**config.mk**
```make
export PLATFORM = sky130hd
export DESIGN_NAME = pasl_top
export DESIGN_NICKNAME = d
export VERILOG_FILES = /design/src/hdl/pasl_pkg.sv /design/src/hdl/pasl_stretch.sv /design/src/hdl/pasl_top.sv
export SDC_FILE = /design/constraint.sdc
export NUM_CORES = 1
export LEC_CHECK = 0
export ABC_AREA = 1
export ABC_CLOCK_PERIOD_IN_PS = 1500
export BUFFER_PORTS_ARGS = -buffer_cell sky130_fd_sc_hd__buf_2
export CAP_MARGIN = 20
export CORE_ASPECT_RATIO = 1.5
export CORE_MARGIN = 2
export CORE_UTILIZATION = 40
export CTS_BUF_LIST = sky130_fd_sc_hd__clkbuf_16
export CTS_CLUSTER_DIAMETER = 100
export DETAILED_ROUTE_END_ITERATION = 16
export HOLD_SLACK_MARGIN = 0.05
export PLACE_DENSITY = 0.68
export SLEW_MARGIN = 20
export SYNTH_ARGS = -nofsm -noshare
export SYNTH_HDL_FRONTEND = slang
export SYNTH_SLANG_ARGS = --single-unit
```
**constraint.sdc**
```tcl
create_clock -name clock -period 1.5 [get_ports clock]
set_input_delay 0.075 -clock clock [delete_from_list [all_inputs] [get_ports clock]]
set_output_delay 0.075 -clock clock [all_outputs]
set_load 0.05 [all_outputs]
```
**src/hdl/pasl_pkg.sv**
```systemverilog
/*
  Shared constants and types of the strap and indicator pin block.
  Assumes one 125 MHz clock and five shared strap/indicator pins.
*/
`default_nettype none

package pasl_pkg;

  // Number of shared pins, one per management address bit
  localparam int unsigned ADDR_BITS = 5;

  // Address bit carried by each shared pin
  localparam int unsigned BIT_ACT = 0;
  localparam int unsigned BIT_COL = 1;
  localparam int unsigned BIT_LINK = 2;
  localparam int unsigned BIT_TX = 3;
  localparam int unsigned BIT_RX = 4;

  // Reset value of the latched address and of the pin drivers
  localparam logic [4:0] ADDR_RESET = 5'h00;
  localparam logic [4:0] PIN_OUT_RESET = 5'h00;

  // Collision indicator hold time
  localparam int unsigned CLOCK_KHZ = 125000;
  localparam int unsigned COL_STRETCH_MS = 70;
  localparam int unsigned COL_STRETCH_CYCLES = COL_STRETCH_MS * CLOCK_KHZ;
  localparam int unsigned COL_CNT_W = 24;

  // Strap sequencing states
  typedef enum logic [1:0] {
    ST_STRAP = 2'b01,
    ST_DRIVE = 2'b10
  } pasl_state_e;

  // Indicator status from the PHY core, all on the block clock
  typedef struct packed {
    logic link_up;
    logic tx_active;
    logic rx_active;
    logic col_seen;
  } pasl_status_s;

  // Input levels of the five shared pins
  typedef struct packed {
    logic [4:0] pin_in;
  } pasl_pins_s;

endpackage

`default_nettype wire

```
**src/hdl/pasl_stretch.sv**
```systemverilog
/*
  Pulse stretcher for the collision indicator.
  Assumes the collision input is on the block clock; a count up to 16777215 (default 24-bit counter) is a parameter.
*/
`default_nettype none

module pasl_stretch #(
  parameter int unsigned CYCLES = pasl_pkg::COL_STRETCH_CYCLES,
  parameter int unsigned CNT_W = pasl_pkg::COL_CNT_W
) (
  input wire logic clock, // Block clock
  input wire logic rst_b, // Asynchronous reset, active low
  input wire logic trigger, // Collision seen this cycle
  output logic active // Held collision indication
);

  // Refuse a hold time the counter cannot hold
  if (CYCLES < 1 || CYCLES >= (64'd1 << CNT_W)) begin : g_bad_cycles
    $error("pasl_stretch: CYCLES out of range");
  end

  localparam logic [CNT_W-1:0] LOAD = CNT_W'(CYCLES);

  logic [CNT_W-1:0] cnt_ff;
  logic [CNT_W-1:0] nxt_cnt;

  // Reload on every collision, otherwise count down to zero
  always_comb begin
    nxt_cnt = cnt_ff;
    if (trigger) begin
      nxt_cnt = LOAD;
    end else if (cnt_ff != '0) begin
      nxt_cnt = cnt_ff - CNT_W'(1);
    end
  end

  // Counter register
  always_ff @(posedge clock or negedge rst_b) begin
    if (!rst_b) begin
      cnt_ff <= '0;
    end else begin
      cnt_ff <= nxt_cnt;
    end
  end

  assign active = (cnt_ff != '0);

endmodule

`default_nettype wire

```
**src/hdl/pasl_top.sv**
```systemverilog
/*
  Shared strap/indicator pins: sample five address straps at reset, then drive indicators.
  The latched address, the pin drive values and the pin enables all come from here;
  the collision hold count lives in a small stretcher module.
  Assumes each pin is pulled up or down through an LED, never floats, and that status
  inputs come from logic on the same clock. Pins are split into in, out and enable.
  Assumes the pins hold their strap levels for at least two clock edges before and
  one edge after reset is released, as the unreset synchronisers need that to fill.
*/
`default_nettype none

module pasl_top #(
  parameter int unsigned COL_HOLD_CYCLES = pasl_pkg::COL_STRETCH_CYCLES
) (
  input wire logic clock, // Block clock, 125 MHz
  input wire logic rst_b, // Power-on or hardware reset, active low
  input wire pasl_pkg::pasl_status_s status, // Link and activity state from the core
  input wire logic addr0_activity_indicator_pin_in, // Activity pin level
  output logic addr0_activity_indicator_pin_out, // Activity pin drive value
  output logic addr0_activity_indicator_pin_oe, // Activity pin driven
  input wire logic addr1_collision_indicator_pin_in, // Collision pin level
  output logic addr1_collision_indicator_pin_out, // Collision pin drive value
  output logic addr1_collision_indicator_pin_oe, // Collision pin driven
  input wire logic addr2_link_indicator_pin_in, // Link pin level
  output logic addr2_link_indicator_pin_out, // Link pin drive value
  output logic addr2_link_indicator_pin_oe, // Link pin driven
  input wire logic addr3_tx_indicator_pin_in, // Transmit pin level
  output logic addr3_tx_indicator_pin_out, // Transmit pin drive value
  output logic addr3_tx_indicator_pin_oe, // Transmit pin driven
  input wire logic addr4_rx_indicator_pin_in, // Receive pin level
  output logic addr4_rx_indicator_pin_out, // Receive pin drive value
  output logic addr4_rx_indicator_pin_oe, // Receive pin driven
  output logic [4:0] phy_addr, // Latched management address
  output logic addr_valid // Address latched, pins driving
);

  // One-hot mask of an address bit position
  function automatic logic [4:0] bit_mask(input int unsigned pos);
    return 5'h01 << pos;
  endfunction

  // Refuse a zero hold time, or one the collision counter cannot load
  if (COL_HOLD_CYCLES < 1 || COL_HOLD_CYCLES >= (64'h1 << pasl_pkg::COL_CNT_W)) begin : g_bad_hold
    $error("pasl_top: COL_HOLD_CYCLES out of range");
  end

  // Five pins are wired, one per address bit
  if (pasl_pkg::ADDR_BITS != 5) begin : g_bad_width
    $error("pasl_top: ADDR_BITS must be 5");
  end

  // Each address bit must be carried by exactly one pin
  if ((bit_mask(pasl_pkg::BIT_ACT) | bit_mask(pasl_pkg::BIT_COL) | bit_mask(pasl_pkg::BIT_LINK)
      | bit_mask(pasl_pkg::BIT_TX) | bit_mask(pasl_pkg::BIT_RX)) != 5'h1F) begin : g_bad_map
    $error("pasl_top: pin to address bit map is not one to one");
  end

  // Pin levels and their synchroniser stages
  pasl_pkg::pasl_pins_s pins;
  logic [4:0] sync1_ff;
  logic [4:0] nxt_sync1;
  logic [4:0] sync2_ff;
  logic [4:0] nxt_sync2;

  // Strap sequencing and the latched address
  pasl_pkg::pasl_state_e state_ff;
  pasl_pkg::pasl_state_e nxt_state;
  logic [4:0] addr_ff;
  logic [4:0] nxt_addr;

  // Pin drive values and indicator states
  logic [4:0] pin_out_ff;
  logic [4:0] nxt_pin_out;
  logic [4:0] ind;
  logic col_held;

  // Gather the pin levels in address bit order
  assign pins.pin_in[pasl_pkg::BIT_ACT] = addr0_activity_indicator_pin_in;
  assign pins.pin_in[pasl_pkg::BIT_COL] = addr1_collision_indicator_pin_in;
  assign pins.pin_in[pasl_pkg::BIT_LINK] = addr2_link_indicator_pin_in;
  assign pins.pin_in[pasl_pkg::BIT_TX] = addr3_tx_indicator_pin_in;
  assign pins.pin_in[pasl_pkg::BIT_RX] = addr4_rx_indicator_pin_in;

  // Next synchroniser stages; the first stage feeds only the second
  always_comb begin
    nxt_sync1 = pins.pin_in;
    nxt_sync2 = sync1_ff;
  end

  // Two-stage synchronisers, one per pin. They carry no reset on purpose:
  // while reset is held they keep tracking the pins, so the straps have
  // settled by the time the latch takes them.
  for (genvar i = 0; i < pasl_pkg::ADDR_BITS; i++) begin : g_sync
    always_ff @(posedge clock) begin
      sync1_ff[i] <= nxt_sync1[i];
      sync2_ff[i] <= nxt_sync2[i];
    end
  end

  // Latch straps in the first cycle after release, then drive for good.
  // Only rst_b or an illegal state code brings the machine back to STRAP, so nothing else can
  // resample the straps or turn the pins back into inputs.
  always_comb begin
    nxt_state = state_ff;
    nxt_addr = addr_ff;
    unique case (state_ff)
      pasl_pkg::ST_STRAP: begin
        nxt_addr = sync2_ff;
        nxt_state = pasl_pkg::ST_DRIVE;
      end
      pasl_pkg::ST_DRIVE: begin
        nxt_state = pasl_pkg::ST_DRIVE;
      end
      default: begin
        // Illegal code: restart the strap sequence
        nxt_state = pasl_pkg::ST_STRAP;
      end
    endcase
  end

  // State and address registers; only the hardware reset returns here
  always_ff @(posedge clock or negedge rst_b) begin
    if (!rst_b) begin
      state_ff <= pasl_pkg::ST_STRAP;
      addr_ff <= pasl_pkg::ADDR_RESET;
    end else begin
      state_ff <= nxt_state;
      addr_ff <= nxt_addr;
    end
  end

  // Collision hold timer
  pasl_stretch #(
    .CYCLES(COL_HOLD_CYCLES),
    .CNT_W(pasl_pkg::COL_CNT_W)
  ) u_col_stretch (
    .clock(clock),
    .rst_b(rst_b),
    .trigger(status.col_seen),
    .active(col_held)
  );

  // Indicator states in address bit order
  always_comb begin
    ind = '0;
    ind[pasl_pkg::BIT_ACT] = status.tx_active | status.rx_active;
    ind[pasl_pkg::BIT_COL] = col_held;
    ind[pasl_pkg::BIT_LINK] = status.link_up;
    ind[pasl_pkg::BIT_TX] = status.tx_active;
    ind[pasl_pkg::BIT_RX] = status.rx_active;
  end

  // Asserted level is the inverse of the strap: strap XOR indicator.
  // The fresh address is used so the first driven value already matches
  // the strap and no LED flashes in the cycle the drivers turn on.
  always_comb begin
    nxt_pin_out = nxt_addr ^ ind;
  end

  // Pin drive registers
  always_ff @(posedge clock or negedge rst_b) begin
    if (!rst_b) begin
      pin_out_ff <= pasl_pkg::PIN_OUT_RESET;
    end else begin
      pin_out_ff <= nxt_pin_out;
    end
  end

  // Drivers on only once the straps are held; all five pins turn
  // around together in the cycle after the latch
  assign addr_valid = (state_ff == pasl_pkg::ST_DRIVE);
  assign addr0_activity_indicator_pin_oe = addr_valid;
  assign addr1_collision_indicator_pin_oe = addr_valid;
  assign addr2_link_indicator_pin_oe = addr_valid;
  assign addr3_tx_indicator_pin_oe = addr_valid;
  assign addr4_rx_indicator_pin_oe = addr_valid;

  // Drive values straight from the pin register
  assign addr0_activity_indicator_pin_out = pin_out_ff[pasl_pkg::BIT_ACT];
  assign addr1_collision_indicator_pin_out = pin_out_ff[pasl_pkg::BIT_COL];
  assign addr2_link_indicator_pin_out = pin_out_ff[pasl_pkg::BIT_LINK];
  assign addr3_tx_indicator_pin_out = pin_out_ff[pasl_pkg::BIT_TX];
  assign addr4_rx_indicator_pin_out = pin_out_ff[pasl_pkg::BIT_RX];

  // Address goes out straight from the address register
  assign phy_addr = addr_ff;

endmodule

`default_nettype wire
```
==> results of run 1 <==
## Yosys cell counts, drive strengths merged
master	number
dfstp	1
nand3	30
clkinv	1
nand3b	2
xnor2	1
clkbuf	1
ha	4
nand2	44
and2	1
nand4	11
or2	2
a21oi	5
dfxtp	10
xor2	5
o21ai	7
nor3	2
inv	27
nor2	61
a21o	3
mux2	5
dfrtp	35
buf	6
## worst register-to-register path, delay by kind of cell, from the launching register on
family	cells	cell delay, ns
and+or+nand+nor	5	0.83
DFF	1	0.43
AOI/OAI and AO/OA	1	0.08
## placed cells by master (no fill, tap or decap), drive strengths merged
master and instances:
a21o 3, a21oi 5, and2 1, buf 36, bufinv 1, clkbuf 5
clkinv 1, clkinvlp 1, dfrtp 35, dfstp 1, dfxtp 10, dlygate4sd3 9
ha 4, inv 29, mux2 5, nand2 44, nand3 30, nand3b 2
nand4 11, nor2 61, nor3 2, o21ai 7, or2 2, xnor2 1
xor2 5
## stage by stage
stage | setup WS, ns | instance area (um^2) | hold slack, ns | util (%) | total power [uW]
floorplan | 0.117 | 2380 | -0.221 | - | 1570
global placement | 0.0337 | 2620 | 0.0472 | 45.3 | 1660
detailed placement | 0.00255 | 2620 | 0.0479 | 45.3 | 1670
CTS | 0.0117 | 2880 | 0.138 | 49.8 | 2910
global route | -0.0374 | 2980 | 0.138 | 51.4 | 3020
finish | 0.0518 | 2980 | 0.143 | 51.4 | 2900
## routing by layer
metal / up-vias / wire length (um)
met5: - / 0
met4: 0 / 183
met3: 12 / 164
met2: 46 / 2840
met1: 892 / 2030
li1: 938 / -
## what timing repair did
action,in CTS,in global routing
pin swaps,0,4
hold buffers,9,0
endpoints found under the setup margin,1,23
hold endpoints to repair,25,0
gates cloned,0,1
gates resized for setup,1,24
buffers inserted,0,2
## cell type report
cell class / count / area (um^2)
fillers: 551 / 2810
multi-input cells: 183 / 1180
flip-flops and latches: 46 / 1110
repair buffers: 45 / 308
clock buffers: 5 / 125
inverters: 28 / 115
well taps: 72 / 90.1
clock inverters: 3 / 41.3
repair inverters: 1 / 8.76
## worst max-delay path by stage
stage / startpoint / slack (ns) / endpoint
floorplan: state_ff[0]$_DFF_PN1_ / 0.12 / pin_out_ff[1]$_DFF_PN0_
global placement: state_ff[0]$_DFF_PN1_ / 0.03 / pin_out_ff[1]$_DFF_PN0_
detailed placement: state_ff[0]$_DFF_PN1_ / 0.003 / pin_out_ff[1]$_DFF_PN0_
CTS: u_col_stretch.cnt_ff[0]$_DFFE_PN0P_ / 0.01 / u_col_stretch.cnt_ff[10]$_DFFE_PN0P_
global route: u_col_stretch.cnt_ff[19]$_DFFE_PN0P_ / -0.04 / u_col_stretch.cnt_ff[1]$_DFFE_PN0P_
finish: u_col_stretch.cnt_ff[15]$_DFFE_PN0P_ / 0.05 / u_col_stretch.cnt_ff[1]$_DFFE_PN0P_
## registers in the layout (all words and copies together) (netlist names)
signal	cells
u_col_stretch.cnt_ff	24
phy_addr	5
sync2_ff	5
state_ff	2
pin_out_ff	5
nxt_sync2	5
## where the power goes
group          switching, uW  internal [uW]
sequential              35.5           1290
clock                    448            779
combinational            231            120
## cell families after synthesis
| kind of cell | synth area share [%] |
|---|---|
| and+or+nand+nor | 36.5 |
| DFF | 46.4 |
| buffers and inverters | 6.84 |
| AOI/OAI and AO/OA | 3.63 |
| xor gates and xnor gates | 2.21 |
| muxes | 2.37 |
| adders and majority gates | 2.11 |
==> impl_metrics.json, run 1 <==
{
  "vias": 1888,
  "drtPass1Iterations": 4,
  "yosysUniqueCellTypes": 34,
  "cts_buffers": 5,
  "rows": 34,
  "drc_errors": 0,
  "path_buf_inv": 0,
  "grt_use_met3_pct": 2.63,
  "critical_path_class": "flop to flop",
  "die_width_um": 66.9,
  "diodes": 0,
  "drt_iter0_markers": 86,
  "busiest_layer": "met2",
  "hpwlAfterDp_mm": 3.88,
  "io_pins": 27,
  "slew_viol_final": 0,
  "irDropWorstVdd_mv": 0.938,
  "grt-ovfl-total": 0,
  "slowest_stage": "dfrtp_1",
  "use_met2_pct": 30.0,
  "slew_headroom_pct": 69.2,
  "worstPathRequired_ns": 1.66,
  "skew_ns": 0.00362,
  "grt_pass1_wl_mm": 8.47,
  "synth_seq_area_share_pct": 46.4,
  "r2r_slack_ns": 0.05,
  "grt_pass1_vias": 1832,
  "fin_crit_ns": 1.45,
  "holdPathStages": 3,
  "dp.cells": 363,
  "p_leak_uw": 0.00137,
  "max_stage_delay_ns": 0.43,
  "area_growth_pct": 25.2,
  "syn-num-nets": 279,
  "port_buffers": 26,
  "hold_end": "u_col_stretch.cnt_ff[15]$_DFFE_PN0P_",
  "hp-start": "status[0]",
  "path_depth": 6,
  "clock_path_buffers": 2,
  "final_hold_viol_count": 0,
  "cp_max_fo": 6,
  "post_drt_wl_per_cell_um": 13.6,
  "clkTransAtPathRegs_ns": 0.06,
  "antenna_found_initial": 0,
  "crit_chain": "nor2_2 > nand2_2 > nor2_8 > nand4_4 > nand2_1 > o21ai_1",
  "viasPerCell": 4.93,
  "drive_gt1_share_pct": 37.3,
  "critPathTopFamily": "simple AND/OR/NAND/NOR gates",
  "yosys-top-cells-area": "dfrtp_1, dfxtp_1, nand3_1",
  "die_y_um": 98.4,
  "yosys.area.top_type": "dfrtp_1",
  "ctsRootBufferMaster": "clkbuf_16",
  "syn_area_per_cell_um2": 9.00,
  "rr_startpoint": "u_col_stretch.cnt_ff[15]$_DFFE_PN0P_",
  "powerDensity_nw_per_um2": 976,
  "core-area_um2": 5790,
  "hold_class": "input pin to flop",
  "ys_warn_count": 0,
  "arrival_ns": 1.61,
  "start_util_pct": 41.1,
  "cp-start-kind": "flop",
  "grtUsageTotal_pct": 16.9,
  "yosysTopAreaCellShare_pct": 36.8,
  "rr_worst_depth": 6,
  "cts_tree": "yes",
  "setup_viol": 0,
  "clock_latency_ns": 0.28,
  "netlist_instances": 264,
  "nets": 325,
  "h-tree-depth": 2,
  "fmax_mhz": 691,
  "r2r_end": "u_col_stretch.cnt_ff[1]$_DFFE_PN0P_",
  "grt_max_degree": 20,
  "ant_nets": 0,
  "max-cap-violations": 0,
  "worstSetupEndpointType": "flop",
  "tns_ns": 0,
  "worst_pin_slew_ns": 0.463,
  "wl_mm": 5.22,
  "ys_ff_latch": 46,
  "status": "finished clean",
  "use_met1_pct": 19.4,
  "cts.sinks": 46,
  "finalWeightedCongestion": 0.849,
  "dieArea_um2": 6590,
  "fin_crit_sh_pct": 96.5,
  "finalNonFillerCells": 383,
  "synth.cell_area_um2": 2380
}
No activity file was read; power rests on OpenSTA's default activity.
==> inputs of run 2 (changes only) <==
- CORE_ASPECT_RATIO: 1.5 -> 1.75
- GPL_TIMING_DRIVEN: unset -> 0
==> run 2 against run 1 <==
Net effect:
- combinational power hardly changed
- clock skew is 0.0021 ns higher
- total power rose by 6.7%
- non-clock buffer count fell by 1
- cell area increased by 0.93%
- hold slack got worse by 0.015 ns
- critical endpoint is now addr1_collision_indicator_pin_oe
==> impl_metrics.json, run 2 (synthesis results as in run 1) <==
{
  "grt_pass1_wl_mm": 9.02,
  "clock_latency_ns": 0.29,
  "p_leak_uw": 0.00137,
  "diodes": 0,
  "max-cap-violations": 0,
  "clkTransAtPathRegs_ns": 0.06,
  "slew_viol_final": 0,
  "grt_max_degree": 37,
  "vias": 1949,
  "clock_path_buffers": 2,
  "viasPerCell": 5.02,
  "antenna_found_initial": 0,
  "final_hold_viol_count": 0,
  "cts.sinks": 46,
  "pre_cts_slack_ns": -0.0730,
  "die_width_um": 62.3,
  "rows": 37,
  "worstSetupEndpointType": "primary output",
  "nFillCells": 554,
  "drtPass1Iterations": 5,
  "grtUsageTotal_pct": 17.5,
  "drc_errors": 0,
  "powerDensity_nw_per_um2": 1030,
  "fin_crit_sh_pct": 98.0,
  "critical_path_class": "flop to primary output",
  "ant_nets": 0,
  "hold_class": "input pin to flop",
  "arrival_ns": 1.40,
  "port_buffers": 25,
  "setup_ws_ns": 0.0299,
  "fmax_mhz": 680,
  "worst_pin_slew_ns": 0.822,
  "largest_register_ffs": 24,
  "setup_viol": 0,
  "cp_max_fo": 6,
  "grt_pass1_vias": 2039,
  "io_pins": 27,
  "tns_ns": 0,
  "final_cell_mix": "nand2_1, dfrtp_1, nand3_1",
  "drt_iter0_markers": 38,
  "grt-ovfl-total": 0,
  "slew_headroom_pct": 45.2,
  "wl_mm": 5.48,
  "die_y_um": 106,
  "h-tree-depth": 2,
  "irDropWorstVdd_mv": 0.959,
  "dieArea_um2": 6600,
  "status": "finished clean",
  "cp-start-kind": "flop",
  "cts_tree": "yes",
  "cts_buffers": 5,
  "post_drt_wl_per_cell_um": 14.1,
  "hpwlAfterDp_mm": 3.97,
  "final_core_util_pct": 51.5,
  "area_growth_pct": 26.3,
  "core-area_um2": 5830,
  "dp.cells": 367,
  "top_register": "u_col_stretch.cnt_ff",
  "finalWeightedCongestion": 0.953,
  "worstPathRequired_ns": 1.42,
  "start_util_pct": 40.8,
  "finalNonFillerCells": 388,
  "skew_ns": 0.00569,
  "fin_crit_ns": 1.47,
  "drive_gt1_share_pct": 36.5,
  "nets": 324,
  "ctsRootBufferMaster": "clkbuf_16"
}
==> run 2: changes by cell type in the layout (fill, tap and decap cells not counted), moves of 2 or more <==
cell / change
buf_2: -3
buf_4: +2
dfrtp_1: +4
dfrtp_2: -4
nand3_2: +2
nor2_1: +2
nor2_2: -2
==> run 2: path summary, 6_finish.rpt <==
| kind | start | end | slack (ns) | cells past startpoint |
|---|---|---|---|---|
| hold reg to reg | nxt_sync2[2]$_DFF_P_ | sync2_ff[2]$_DFF_P_ | 0.33 | 0 |
| max in group asynchronous | rst_b | u_col_stretch.cnt_ff[23]$_DFFE_PN0P_ | 0.53 | 2 |
| hold / removal | status[0] | u_col_stretch.cnt_ff[15]$_DFFE_PN0P_ | 0.13 | 3 |
| setup reg to reg | u_col_stretch.cnt_ff[1]$_DFFE_PN0P_ | u_col_stretch.cnt_ff[12]$_DFFE_PN0P_ | 0.05 | 7 |
| setup / recovery | state_ff[0]$_DFF_PN1_ | addr1_collision_indicator_pin_oe | 0.03 | 4 |
| min in group asynchronous | rst_b | u_col_stretch.cnt_ff[4]$_DFFE_PN0P_ | 0.44 | 2 |
==> run 2: stage by stage <==
stage               hold slack, ns  instance area [um^2]  total power (uW)
detailed placement           0.179                  2600              1660
global route                 0.142                  3000              3210
finish                       0.128                  3000              3100
global placement             0.178                  2600              1650
CTS                          0.135                  2940              3110
floorplan                   -0.221                  2380              1570
==> run 2: layout make-up <==
type,instances,area (um^2),area share [%]
buffer,7,50.0,1.67
clock buffer,5,125,4.17
clock inverter,3,68.8,2.29
inverter,28,118,3.92
multi-input combinational,184,1200,39.8
sequential,46,1100,36.7
tap,78,97.6,3.25
timing repair buffer,37,245,8.17
==> run 2: metal layers <==
| layer | vias to the layer above | part of all wire [%] | global-route usage (%) |
|---|---|---|---|
| li1 | 941 | - | - |
| met1 | 919 | 34 | 16.4 |
| met2 | 65 | 57 | 34.1 |
| met3 | 24 | 3.0 | 2.33 |
| met4 | 0 | 6.2 | 12.5 |
| met5 | - | 0 | 0 |
==> run 2: critical path, stage by stage, from the launching register on <==
cell and delay, ns:
dfstp_2 0.53, inv_1 0.04, ha_2 0.20, buf_4 0.13, buf_2 0.20
==> run 2: repair_timing <==
| action | in CTS | in global routing |
|---|---|---|
| hold endpoints to repair | 43 | 0 |
| gates resized for setup | 10 | 16 |
| setup endpoints to repair | 32 | 22 |
| hold buffers | 9 | 0 |
| cloned | 1 | 0 |
| pin swaps | 2 | 3 |
| setup buffers | 2 | 1 |
==> run 2: report_power, final <==
part	internal, uW	leakage (uW)	switching [uW]
sequential	1290	0.000505	36.3
combinational	114	0.000774	235
clock	957	0.0000940	467
total	2360	0.00137	738
